File: config.mk
export PLATFORM = sky130hd
export DESIGN_NAME = clock_reset_sequencer
export DESIGN_NICKNAME = d
export VERILOG_FILES = /design/src/clkrst_pkg.sv /design/src/clock_reset_sequencer.sv
export SDC_FILE = /design/constraint.sdc
export NUM_CORES = 1
export LEC_CHECK = 0
export BUFFER_PORTS_ARGS = -buffer_cell sky130_fd_sc_hd__buf_2
export CORE_ASPECT_RATIO = 0.9
export CORE_MARGIN = 2
export CORE_UTILIZATION = 59
export DETAILED_ROUTE_END_ITERATION = 6
export HOLD_SLACK_MARGIN = 0.1
export PLACE_DENSITY = 0.8
export SLEW_MARGIN = 20
export SYNTH_ARGS = -nofsm -noshare
export SYNTH_HDL_FRONTEND = slang
export SYNTH_SLANG_ARGS = --single-unit
File: constraint.sdc
create_clock -name CLOCK -period 3.82 [get_ports CLOCK]
set_clock_uncertainty 0.05 [all_clocks]
set_input_delay 0.382 -clock CLOCK [delete_from_list [all_inputs] [get_ports CLOCK]]
set_output_delay 0.382 -clock CLOCK [all_outputs]
set_load 0.05 [all_outputs]
File: src/clkrst_pkg.sv
/*
 Package for the clock and reset sequencer: divider codes, reset
 pulse lengths, lock and boot-sampling counts.
 Assumes CLOCK is the oscillator clock at 200 MHz.
*/
package clkrst_pkg;
   // ----------------------------------------------------------
   // Clock rates and times
   // ----------------------------------------------------------
   localparam int unsigned CLOCK_MHZ = 200;
   localparam int unsigned POR_PULSE_US = 600;
   localparam int unsigned POR_PULSE_CYC = POR_PULSE_US * CLOCK_MHZ;
   localparam int unsigned WD_PULSE_CYC = 512;
   localparam int unsigned WARM_MIN_CYC = 32;
   localparam int unsigned BUS_VALID_CYC = 32;
   localparam int unsigned BOOT_HOLD_CYC = 1000;
   localparam int unsigned LOCK_MIN_CYC = 10000;
   // ----------------------------------------------------------
   // Divider codes and reset values
   // ----------------------------------------------------------
   localparam logic [1:0] SYSCLK_DIVIDE_SELECT_QUARTER = 2'h0;
   localparam logic [1:0] SYSCLK_DIVIDE_SELECT_HALF = 2'h2;
   localparam logic [1:0] SYSCLK_DIVIDE_SELECT_ONE = 2'h3;
   localparam logic [1:0] CLKOUT_DIV4 = 2'h0;
   localparam logic [1:0] CLKOUT_DIV2 = 2'h1;
   localparam logic [1:0] CLKOUT_DIV1 = 2'h2;
   localparam logic [1:0] CLKOUT_OFF = 2'h3;
   localparam logic [3:0] PLL_MULT_RESET = 4'h0;
   localparam logic [15:0] LOCK_PRD_RESET = 16'hFFFF;
   localparam int unsigned CNT_W = 17;
   localparam int unsigned DIV_W = 6;

   typedef enum logic [2:0] {
      ST_POR, ST_RESET, ST_RELEASE, ST_BOOT, ST_RUN, ST_LOCK
   } seq_state_t;
endpackage : clkrst_pkg

File: src/clock_reset_sequencer.sv
/*
 Clock and reset sequencer: makes the system and external clock
 enables from the oscillator clock, runs the PLL lock phase, drives
 and accepts the reset pin, samples boot straps and flags bus valid.
 Assumes CLOCK is the oscillator clock; pins pass a 2-FF synchroniser.
*/
// Notes on behaviour
// - Power-up system clock is oscillator divided by four
// - Clock-out divider resets to divide-by-four
// - Boot sets divide-by-one; clock-out becomes osc/4
// - Clock-out pin off until software enables it
// - Sample boot pins after reset, then branch
// - Device-driven power-on reset pulse at most 600us
// - Watchdog reset pulse at most 512 cycles
// - Bus valid within 32 cycles of release
// - Internal power-on reset needs no external reset
// - PLL write starts lock; system clock osc/2
// - After lock, clock is osc times mult over two; code applies mult only at half select: osc/2 for zero, else osc
// - Lock length counted from lock period value
`timescale 1ns/100ps
module clock_reset_sequencer
   import clkrst_pkg::*;
#(
   parameter int unsigned POR_CYCLES = POR_PULSE_CYC
) (
   input wire logic CLOCK,
   input wire logic RSTN,
   input wire logic RESET_PIN_N_IN,
   output logic RESET_PIN_N_OUT,
   output logic RESET_PIN_N_OE_N,
   input wire logic WATCHDOG_RESET,
   input wire logic [1:0] BOOT_MODE_PINS,
   input wire logic [1:0] SYSCLK_DIVIDE_SELECT,
   input wire logic [1:0] CLKOUT_DIVIDER_FIELD,
   input wire logic CLKOUT_PIN_ENABLE,
   input wire logic [3:0] PLL_MULTIPLIER_CONTROL,
   input wire logic PLL_MULT_WRITE,
   input wire logic [15:0] PLL_LOCK_PERIOD,
   output logic SYSTEM_CLOCK_OUT,
   output logic EXTERNAL_CLOCK_OUT,
   output logic EXTERNAL_CLOCK_OUT_OE_N,
   output logic CORE_RESET_N,
   output logic BUS_VALID,
   output logic [1:0] BOOT_MODE_LATCHED,
   output logic BOOT_DONE,
   output logic PLL_LOCKING,
   output logic [1:0] EFFECTIVE_SYSCLK_DIVIDE_SELECT
);
   // ----------------------------------------------------------
   // State
   // ----------------------------------------------------------
   typedef struct packed {
      // Pin synchronisers, two stages each
      logic [1:0] rst_sync;
      logic [1:0] wd_sync;
      logic [1:0] boot_s0;
      logic [1:0] boot_s1;
      // Sequencer
      seq_state_t st;
      logic [CNT_W-1:0] cnt;
      logic [15:0] lock_cnt;
      logic locking;
      logic wd_pulse;
      // Clock dividers
      logic [DIV_W-1:0] sys_div;
      logic [DIV_W-1:0] ext_div;
      logic [1:0] sysclk_divide_select;
      logic [1:0] clkout_div;
      logic [3:0] mult;
      logic sysclk;
      logic extclk;
      logic ext_oe_n;
      // Reset pin and core side
      logic pin_out;
      logic pin_oe_n;
      logic core_rst_n;
      logic bus_valid;
      logic [1:0] boot_mode;
      logic boot_done;
   } state_t;

   state_t q, d;

   // System clock period in oscillator cycles and its one-cycle tick
   logic [DIV_W-1:0] sys_per;
   logic sys_tick;

   // System clock period in oscillator cycles, from sysclk_divide_select.
   // While locking the PLL is bypassed, so the multiplier is ignored.
   // A multiplied clock above CLOCK cannot be shown; it runs at one cycle.
   function automatic logic [DIV_W-1:0] sys_period(input logic [1:0] sel, input logic lock,
                                                 input logic [3:0] mult);
      logic [DIV_W-1:0] per;
      per = 6'h2;
      if (!lock) begin
         unique case (sel)
            SYSCLK_DIVIDE_SELECT_QUARTER: per = 6'h4;
            SYSCLK_DIVIDE_SELECT_HALF: per = (mult == 4'h0) ? 6'h2 : 6'h1;
            SYSCLK_DIVIDE_SELECT_ONE: per = 6'h1;
            default: per = 6'h2;
         endcase
      end
      return per;
   endfunction : sys_period

   // Half period of the clock-out pin in system clock ticks
   function automatic logic [DIV_W-1:0] ext_half(input logic [1:0] sel);
      logic [DIV_W-1:0] h;
      unique case (sel)
         CLKOUT_DIV4: h = 6'h2;
         CLKOUT_DIV2: h = 6'h1;
         default: h = 6'h1;
      endcase
      return h;
   endfunction : ext_half

   always_comb begin
      d = q;
      sys_per = 6'h1;
      sys_tick = 1'b0;
      d.rst_sync = {q.rst_sync[0], RESET_PIN_N_IN};
      d.wd_sync = {q.wd_sync[0], WATCHDOG_RESET};
      d.boot_s0 = BOOT_MODE_PINS;
      d.boot_s1 = q.boot_s0;
      d.cnt = q.cnt + 17'h1;

      // ----------------------------------------------------------
      // Reset sequencing
      // ----------------------------------------------------------
      unique case (q.st)
         ST_POR: begin
            // Own pulse so reset is clean with the pin left open.
            d.pin_out = 1'b0;
            d.pin_oe_n = 1'b0;
            if (q.cnt >= CNT_W'(POR_CYCLES - 1)) begin
               d.pin_oe_n = 1'b1;
               d.st = ST_RESET;
               d.cnt = '0;
            end
         end
         ST_RESET: begin
            // Any reset drops the clock-out drive and the PLL back to bypass
            d.core_rst_n = 1'b0;
            d.bus_valid = 1'b0;
            d.boot_done = 1'b0;
            d.ext_oe_n = 1'b1;
            d.locking = 1'b0;
            d.mult = PLL_MULT_RESET;
            if (q.wd_pulse) begin
               if (q.cnt >= CNT_W'(WD_PULSE_CYC - 1)) begin
                  d.wd_pulse = 1'b0;
                  d.pin_oe_n = 1'b1;
                  d.cnt = '0;
               end
            end else if (!q.rst_sync[1]) begin
               d.cnt = '0;
            end else begin
               // Released pin seen only through synchroniser.
               d.st = ST_RELEASE;
               d.cnt = '0;
            end
         end
         ST_RELEASE: begin
            d.core_rst_n = 1'b1;
            d.sysclk_divide_select = SYSCLK_DIVIDE_SELECT_QUARTER;
            d.clkout_div = CLKOUT_DIV4;
            d.ext_oe_n = 1'b1;
            if (q.cnt >= CNT_W'(BUS_VALID_CYC - 4)) begin
               d.bus_valid = 1'b1;
               d.st = ST_BOOT;
               d.cnt = '0;
            end
         end
         ST_BOOT: begin
            // Straps are held stable by the board for this window.
            if (q.cnt >= CNT_W'(BOOT_HOLD_CYC * 4 - 1)) begin
               d.boot_mode = q.boot_s1;
               d.boot_done = 1'b1;
               d.sysclk_divide_select = SYSCLK_DIVIDE_SELECT_ONE;
               d.st = ST_RUN;
            end
         end
         ST_RUN: begin
            d.sysclk_divide_select = SYSCLK_DIVIDE_SELECT;
            d.clkout_div = CLKOUT_DIVIDER_FIELD;
            d.ext_oe_n = !(CLKOUT_PIN_ENABLE && CLKOUT_DIVIDER_FIELD != CLKOUT_OFF);
            if (PLL_MULT_WRITE) begin
               d.mult = PLL_MULTIPLIER_CONTROL;
               d.locking = 1'b1;
               d.lock_cnt = PLL_LOCK_PERIOD;
               d.st = ST_LOCK;
            end
         end
         ST_LOCK: begin
            d.lock_cnt = q.lock_cnt - 16'h1;
            if (q.lock_cnt <= 16'h1) begin
               d.locking = 1'b0;
               d.st = ST_RUN;
            end
         end
         default: d.st = ST_POR;
      endcase

      // Watchdog overrides any running state; pin pulled for the pulse.
      if (q.wd_sync[1] && q.st != ST_POR && !q.wd_pulse) begin
         d.st = ST_RESET;
         d.wd_pulse = 1'b1;
         d.pin_out = 1'b0;
         d.pin_oe_n = 1'b0;
         d.cnt = '0;
         d.core_rst_n = 1'b0;
         d.bus_valid = 1'b0;
      end else if (!q.rst_sync[1] && q.st != ST_POR && q.st != ST_RESET) begin
         d.st = ST_RESET;
         d.cnt = '0;
         d.core_rst_n = 1'b0;
         d.bus_valid = 1'b0;
      end

      // ----------------------------------------------------------
      // Clock dividers
      // ----------------------------------------------------------
      // Locking forces osc/2; after lock only the half select uses mult: osc/2 at zero, else osc.
      // The clock-out divider counts system ticks, not pin edges, so a
      // one-cycle system clock still divides correctly. Limitation: the
      // pin shows any system clock of one cycle as a CLOCK/2 toggle.
      sys_per = sys_period(q.sysclk_divide_select, q.locking, q.mult);
      if (q.sys_div + 6'h1 >= sys_per) begin
         d.sys_div = '0;
      end else begin
         d.sys_div = q.sys_div + 6'h1;
      end
      if (d.sys_div == '0 || d.sys_div == (sys_per >> 1)) begin
         d.sysclk = !q.sysclk;
      end
      sys_tick = (d.sys_div == '0);
      if (sys_tick) begin
         d.ext_div = q.ext_div + 6'h1;
         if (q.ext_div + 6'h1 >= ext_half(q.clkout_div)) begin
            d.ext_div = '0;
            d.extclk = !q.extclk;
         end
      end
   end

   always_ff @(posedge CLOCK or negedge RSTN) begin
      if (!RSTN) begin
         q <= '{rst_sync: 2'h0, wd_sync: 2'h0, boot_s0: 2'h0, boot_s1: 2'h0,
                st: ST_POR, cnt: '0, lock_cnt: LOCK_PRD_RESET, locking: 1'b0,
                wd_pulse: 1'b0, sys_div: '0, ext_div: '0, sysclk_divide_select: SYSCLK_DIVIDE_SELECT_QUARTER,
                clkout_div: CLKOUT_DIV4, mult: PLL_MULT_RESET, sysclk: 1'b0,
                extclk: 1'b0, ext_oe_n: 1'b1, pin_out: 1'b0, pin_oe_n: 1'b0,
                core_rst_n: 1'b0, bus_valid: 1'b0, boot_mode: 2'h0,
                boot_done: 1'b0};
      end else begin
         q <= d;
      end
   end

   // ----------------------------------------------------------
   // Outputs
   // ----------------------------------------------------------
   assign RESET_PIN_N_OUT = q.pin_out;
   assign RESET_PIN_N_OE_N = q.pin_oe_n;
   assign SYSTEM_CLOCK_OUT = q.sysclk;
   assign EXTERNAL_CLOCK_OUT = q.extclk;
   assign EXTERNAL_CLOCK_OUT_OE_N = q.ext_oe_n;
   assign CORE_RESET_N = q.core_rst_n;
   assign BUS_VALID = q.bus_valid;
   assign BOOT_MODE_LATCHED = q.boot_mode;
   assign BOOT_DONE = q.boot_done;
   assign PLL_LOCKING = q.locking;
   assign EFFECTIVE_SYSCLK_DIVIDE_SELECT = q.sysclk_divide_select;
endmodule : clock_reset_sequencer

Yosys cells after proc, flatten, opt, wreduce, memory -nomap -nowiden
Index checks and enable logic that the tools add are counted.
{"block": "word_totals", "regBits": 76, "word_cells": 141, "output_inout_bits": 13, "in_bits": 32}
{"block": "op_classes", "muxes": 46, "n_addsub": 4, "n_reduce_logical": 39, "n_eq_ne": 22, "order_cmp": 7}
{"operator": "$mux W20", "n": 4}
{"operator": "$mux W17", "n": 3}
{"operator": "$pmux W17 S3", "n": 1}
{"operator": "$pmux W16 S2", "n": 1}
{"operator": "$ne A4 B4 Y1 const B", "n": 7}
{"operator": "$mux W3", "n": 6}
{"operator": "$mux W6", "n": 3}
{"operator": "$pmux W3 S6", "n": 1}
{"operator": "$add A17 B1 Y17 const B", "n": 1}
{"operator": "$ge A17 B12 Y1 const B", "n": 1}
{"operator": "$ge A17 B17 Y1 const B", "n": 1}
{"operator": "$ge A17 B5 Y1 const B", "n": 1}
{"operator": "$ge A17 B9 Y1 const B", "n": 1}
{"operator": "$le A16 B1 Y1 const B", "n": 1}
{"operator": "$sub A16 B1 Y16 const B", "n": 1}
{"operator": "$reduce_and A2 Y1", "n": 7}
{"operator": "$reduce_bool A2 Y1", "n": 7}
{"operator": "$add A6 B1 Y6 const B", "n": 2}
{"operator": "$ge A6 B6 Y1", "n": 2}
{"operator": "$mux W2", "n": 6}
{"operator": "$reduce_bool A3 Y1", "n": 4}
{"operator": "$mux W1", "n": 11}
{"operator": "$pmux W3 S3", "n": 1}
{"operator": "$ne A2 B2 Y1 const B", "n": 4}
{"operator": "24 further kinds", "n": 41}

Depth between registers and ports, before layout
{"block": "logic_depth", "word_depth": 10, "ltp_mapped": 9}

Worst setup path before layout
OpenSTA, ideal clock, no wires.
{"block": "synth_path", "path_kind": "reg-to-reg", "startpoint": "register q, in the netlist EFFECTIVE_SYSCLK_DIVIDE_SELECT[0]", "endpoint": "register q[18] (netlist name)", "t_arrival_ps": 2565, "path_stages_with_launch": 10, "path_buffers": 0, "setup_time_ps": 125, "setup_slack_ps": 1080, "path_cell_list": "dfrtp_1 or3_1 o311a_1 nand2b_1 ha_1 a21o_1 a221o_1 a31oi_4 nor2_1 mux2_2"}
{"block": "synth_between", "elab_chain_cells": 6}
{"item": "start: declaration", "line": "clock_reset_sequencer.sv:82", "source": "state_t q, d;"}
{"item": "start signal: assignment", "line": "clock_reset_sequencer.sv:248", "source": "q <= '{rst_sync: 2'h0, wd_sync: 2'h0, boot_s0: 2'h0, boot_s1: 2'h0,"}
{"item": "$eq A2 B2 Y1 / $logic_not A2 Y1 (equally long branches)", "line": "clock_reset_sequencer.sv:96", "source": "unique case (sel)"}
{"item": "$pmux W3 S3 *", "line": "clock_reset_sequencer.sv:96"}
{"item": "$mux W3 *", "line": "clock_reset_sequencer.sv:95", "source": "if (!lock) begin"}
{"item": "$ge A6 B6 Y1 *", "line": "clock_reset_sequencer.sv:228", "source": "if (q.sys_div + 6'h1 >= sys_per) begin"}
{"item": "$mux W6 *", "line": "clock_reset_sequencer.sv:228"}
{"item": "$logic_not A6 Y1 *", "line": "clock_reset_sequencer.sv:236", "source": "sys_tick = (d.sys_div == '0);"}
Every way passes the cells marked *; elsewhere a longest branch is shown, timed or not.
A chain may end at the register's enable or synchronous reset.

Final worst setup path
Same ends and word-level chain as after synthesis.

==> results.toml <==
[placed_design]
port_buffers = 43
hpwlAfterDp_mm = 6.58
dpl_worst_slack_ps = 905
gp_congestion = 0.918
dpl_cell_area_sq_um = 4320

[synthesis]
ys_types = 66
synthArstFlopShare_pct = 100
synth_area_sq_um = 4100
synth_edf_count = 0
ys.flop_type = "dfrtp_1"
synth.top_cell.area_share_pct = 35.4
ys_warn_count = 0
synth_seq_area_share_pct = 46.3
yosys.area.top_type = "dfrtp_1"
synth_top_cells_by_area = "dfrtp_1, dfstp_2, nor2_1"
ys_ff_latch = 75
avgSynthCellArea_sq_um = 9.44
syn_inst = 434

[timing]
hold_violations = 0
slew_viol_final = 0
fin_ws_ps = 902
period_share_pct = 76.4
worstMarginPinSlew_ps = 930
slew_headroom_pct = 38.0
timing.setup.tns_ps = 0
fmax_ghz = 0.343
period_needed_ps = 2920
setup_viol = 0
grt_setup_unrepaired = "no"

[route]
drcViolationCount = 0
firstDrtPassIters = 5
ant_nets = 0
num_vias = 3466
drtIter0Drc = 220
routed_via_density = 6.05
wl_per_cell_um = 16.3
finalWirelength_mm = 9.34

[worst_setup_path]
end_kind = "register"
crit_family = "compound AO/OA/AOI/OAI gates"
startpoint_type = "register"
crit_arrival_ps = 3120
required_ps = 4020
cpMaxStageDelayCell = "dfrtp_1"
cp_num_buf_inv = 0
crit_chain = "or3_1 -> o311a_1 -> nand2b_1 -> ha_1 -> a21o_1 -> a221o_1 -> a31oi_4 -> nor2_1 -> mux2_2"
path_max_fanout = 8
critPathMaxStageDelay_ps = 430
path_class = "register to register"

[hold_path]
hp-class = "input port to async pin"

[layout]
area_growth_pct = 11.2
diodes = 0
finalCoreUtilization_pct = 68.4
design_area_sq_um = 4560
layout.nets = 521
multi_input_area_sq_um = 2020
filler_cell_count = 552
seq_area_sq_um = 1900
drive_gt1_share_pct = 20.5

[cts]
clk_latency_ps = 360
cts_resized = 0
cts-root-buf = "clkbuf_8"
cts_tree = "done"
cts_buffer_depth = 2
clk_pin_slew_worst_paths_ps = 100
htree_levels = 3
postCtsSetupBuffers = 0
cts_buffers = 9
holdBufCountCts = 4
clock-sinks = 75

[pwr]
combPwrFrac_pct = 28.9
p_int_w = 0.00138
leakage_nw = 2.07
swShare_pct = 38.7
p_switching_w = 0.000869
vdd_drop_max_uv = 400
clkPwrFrac_pct = 26.8
seq_power_share_pct = 44.2
p_per_area_nw_per_um2 = 493

[global_route]
grt_max_degree = 43
grt_remaining_overflow = 0
grt_pass1_wl_mm = 15.9
grt_use_total_pct = 25.9
grt_pass1_vias = 3259
antenna_found_initial = 0

[run_status]
status = "complete, no violations"

[die]
dieArea_sq_um = 7620
rows = 28
die_h_um = 83.0
start_util_pct = 61.5
fp.dieW_um = 91.8
core_area_sq_um = 6660
pin_count = 45

[job]
max_cap_violations = 0
-- routing by layer --
metal	vias to the layer above	wire [um]	track usage, %
met2	140	4370	41.4
met4	0	94	6.11
li1	1632	-	-
met1	1679	4260	35.6
met5	-	0	0
met3	15	612	6.72
-- synthesized netlist by cell type (all sizes together) (10+ instances only) --
master / n
dfrtp: 58
nand2: 41
ha: 11
o21ai: 27
nor2: 47
nand3: 16
dfstp: 17
xnor2: 11
nor3: 10
and3: 13
and2: 10
inv: 15
clkbuf: 11
a21oi: 32
-- sequential cells by signal, indices dropped and copies added (netlist names) --
register and cells:
d 4, BOOT_DONE 1, q 59, CORE_RESET_N 1
EFFECTIVE_SYSCLK_DIVIDE_SELECT 2, PLL_LOCKING 1, SYSTEM_CLOCK_OUT 1, RESET_PIN_N_OE_N 1
EXTERNAL_CLOCK_OUT_OE_N 1, BOOT_MODE_LATCHED 2, EXTERNAL_CLOCK_OUT 1, BUS_VALID 1
-- cell families after synthesis --
group | share of synthesized area, %
buf+inv | 4.64
fa+ha+maj | 3.36
flops | 46.3
xor+xnor | 3.64
simple gates | 22.3
other cells | 0.0916
mux | 2.05
compound gates | 17.6
-- layout by cell type, fill, tap and decap left out, drive strengths merged, types with 6 or more instances in the layout --
cell type / instances
nor2b: 6
o21ai: 27
clkbuf: 9
xnor2: 11
nand2: 41
nor2: 47
a22o: 7
ha: 11
nor4: 7
inv: 20
and2: 10
and3: 13
xor2: 6
nand2b: 9
nand3: 16
buf: 46
dfstp: 17
dfrtp: 58
o22ai: 7
nor3: 10
a21oi: 32
-- power groups by stage --
stage / Clock [W] / Combinational (W) / Sequential, W
finish: 0.000603 / 0.000650 / 0.000994
global placement: 0 / 0.000607 / 0.000995
detailed placement: 0 / 0.000639 / 0.00100
global route: 0.000650 / 0.000716 / 0.00101
floorplan: 0 / 0.000451 / 0.00104
CTS: 0.000613 / 0.000647 / 0.000991
-- per-stage QoR --
stage | hold slack, ps | instances | total power (W)
after floorplan | 36.4 | 437 | 0.00150
after global placement | 282 | 553 | 0.00160
after detailed placement | 290 | 553 | 0.00164
after CTS | 129 | 573 | 0.00225
after global routing | 155 | 573 | 0.00238
final | 95.9 | 573 | 0.00225
-- path summary, 6_finish.rpt --
| path | endpoint | start | cells past startpoint | slack (ps) |
|---|---|---|---|---|
| hold / removal | q[23] | RSTN | 1 | 100 |
| max in group asynchronous | EXTERNAL_CLOCK_OUT_OE_N | RSTN | 2 | 2770 |
| setup reg to reg | q[18] | EFFECTIVE_SYSCLK_DIVIDE_SELECT[0] | 9 | 900 |
| hold reg to reg | q[75] | d[75] | 0 | 310 |
| setup / recovery | q[18] | EFFECTIVE_SYSCLK_DIVIDE_SELECT[0] | 9 | 900 |
| min in group CLOCK | EXTERNAL_CLOCK_OUT_OE_N | CLKOUT_PIN_ENABLE | 2 | 160 |
-- final cells by class --
| cell class | count | share of cell area [%] |
|---|---|---|
| clock buffer | 9 | 2.72 |
| clock inverter | 7 | 1.51 |
| inverter | 15 | 1.24 |
| multi-input combinational | 327 | 44.3 |
| sequential | 75 | 41.7 |
| tap | 90 | 2.47 |
| timing repair buffer | 50 | 6.10 |
No activity file was read; power rests on OpenSTA's default activity.
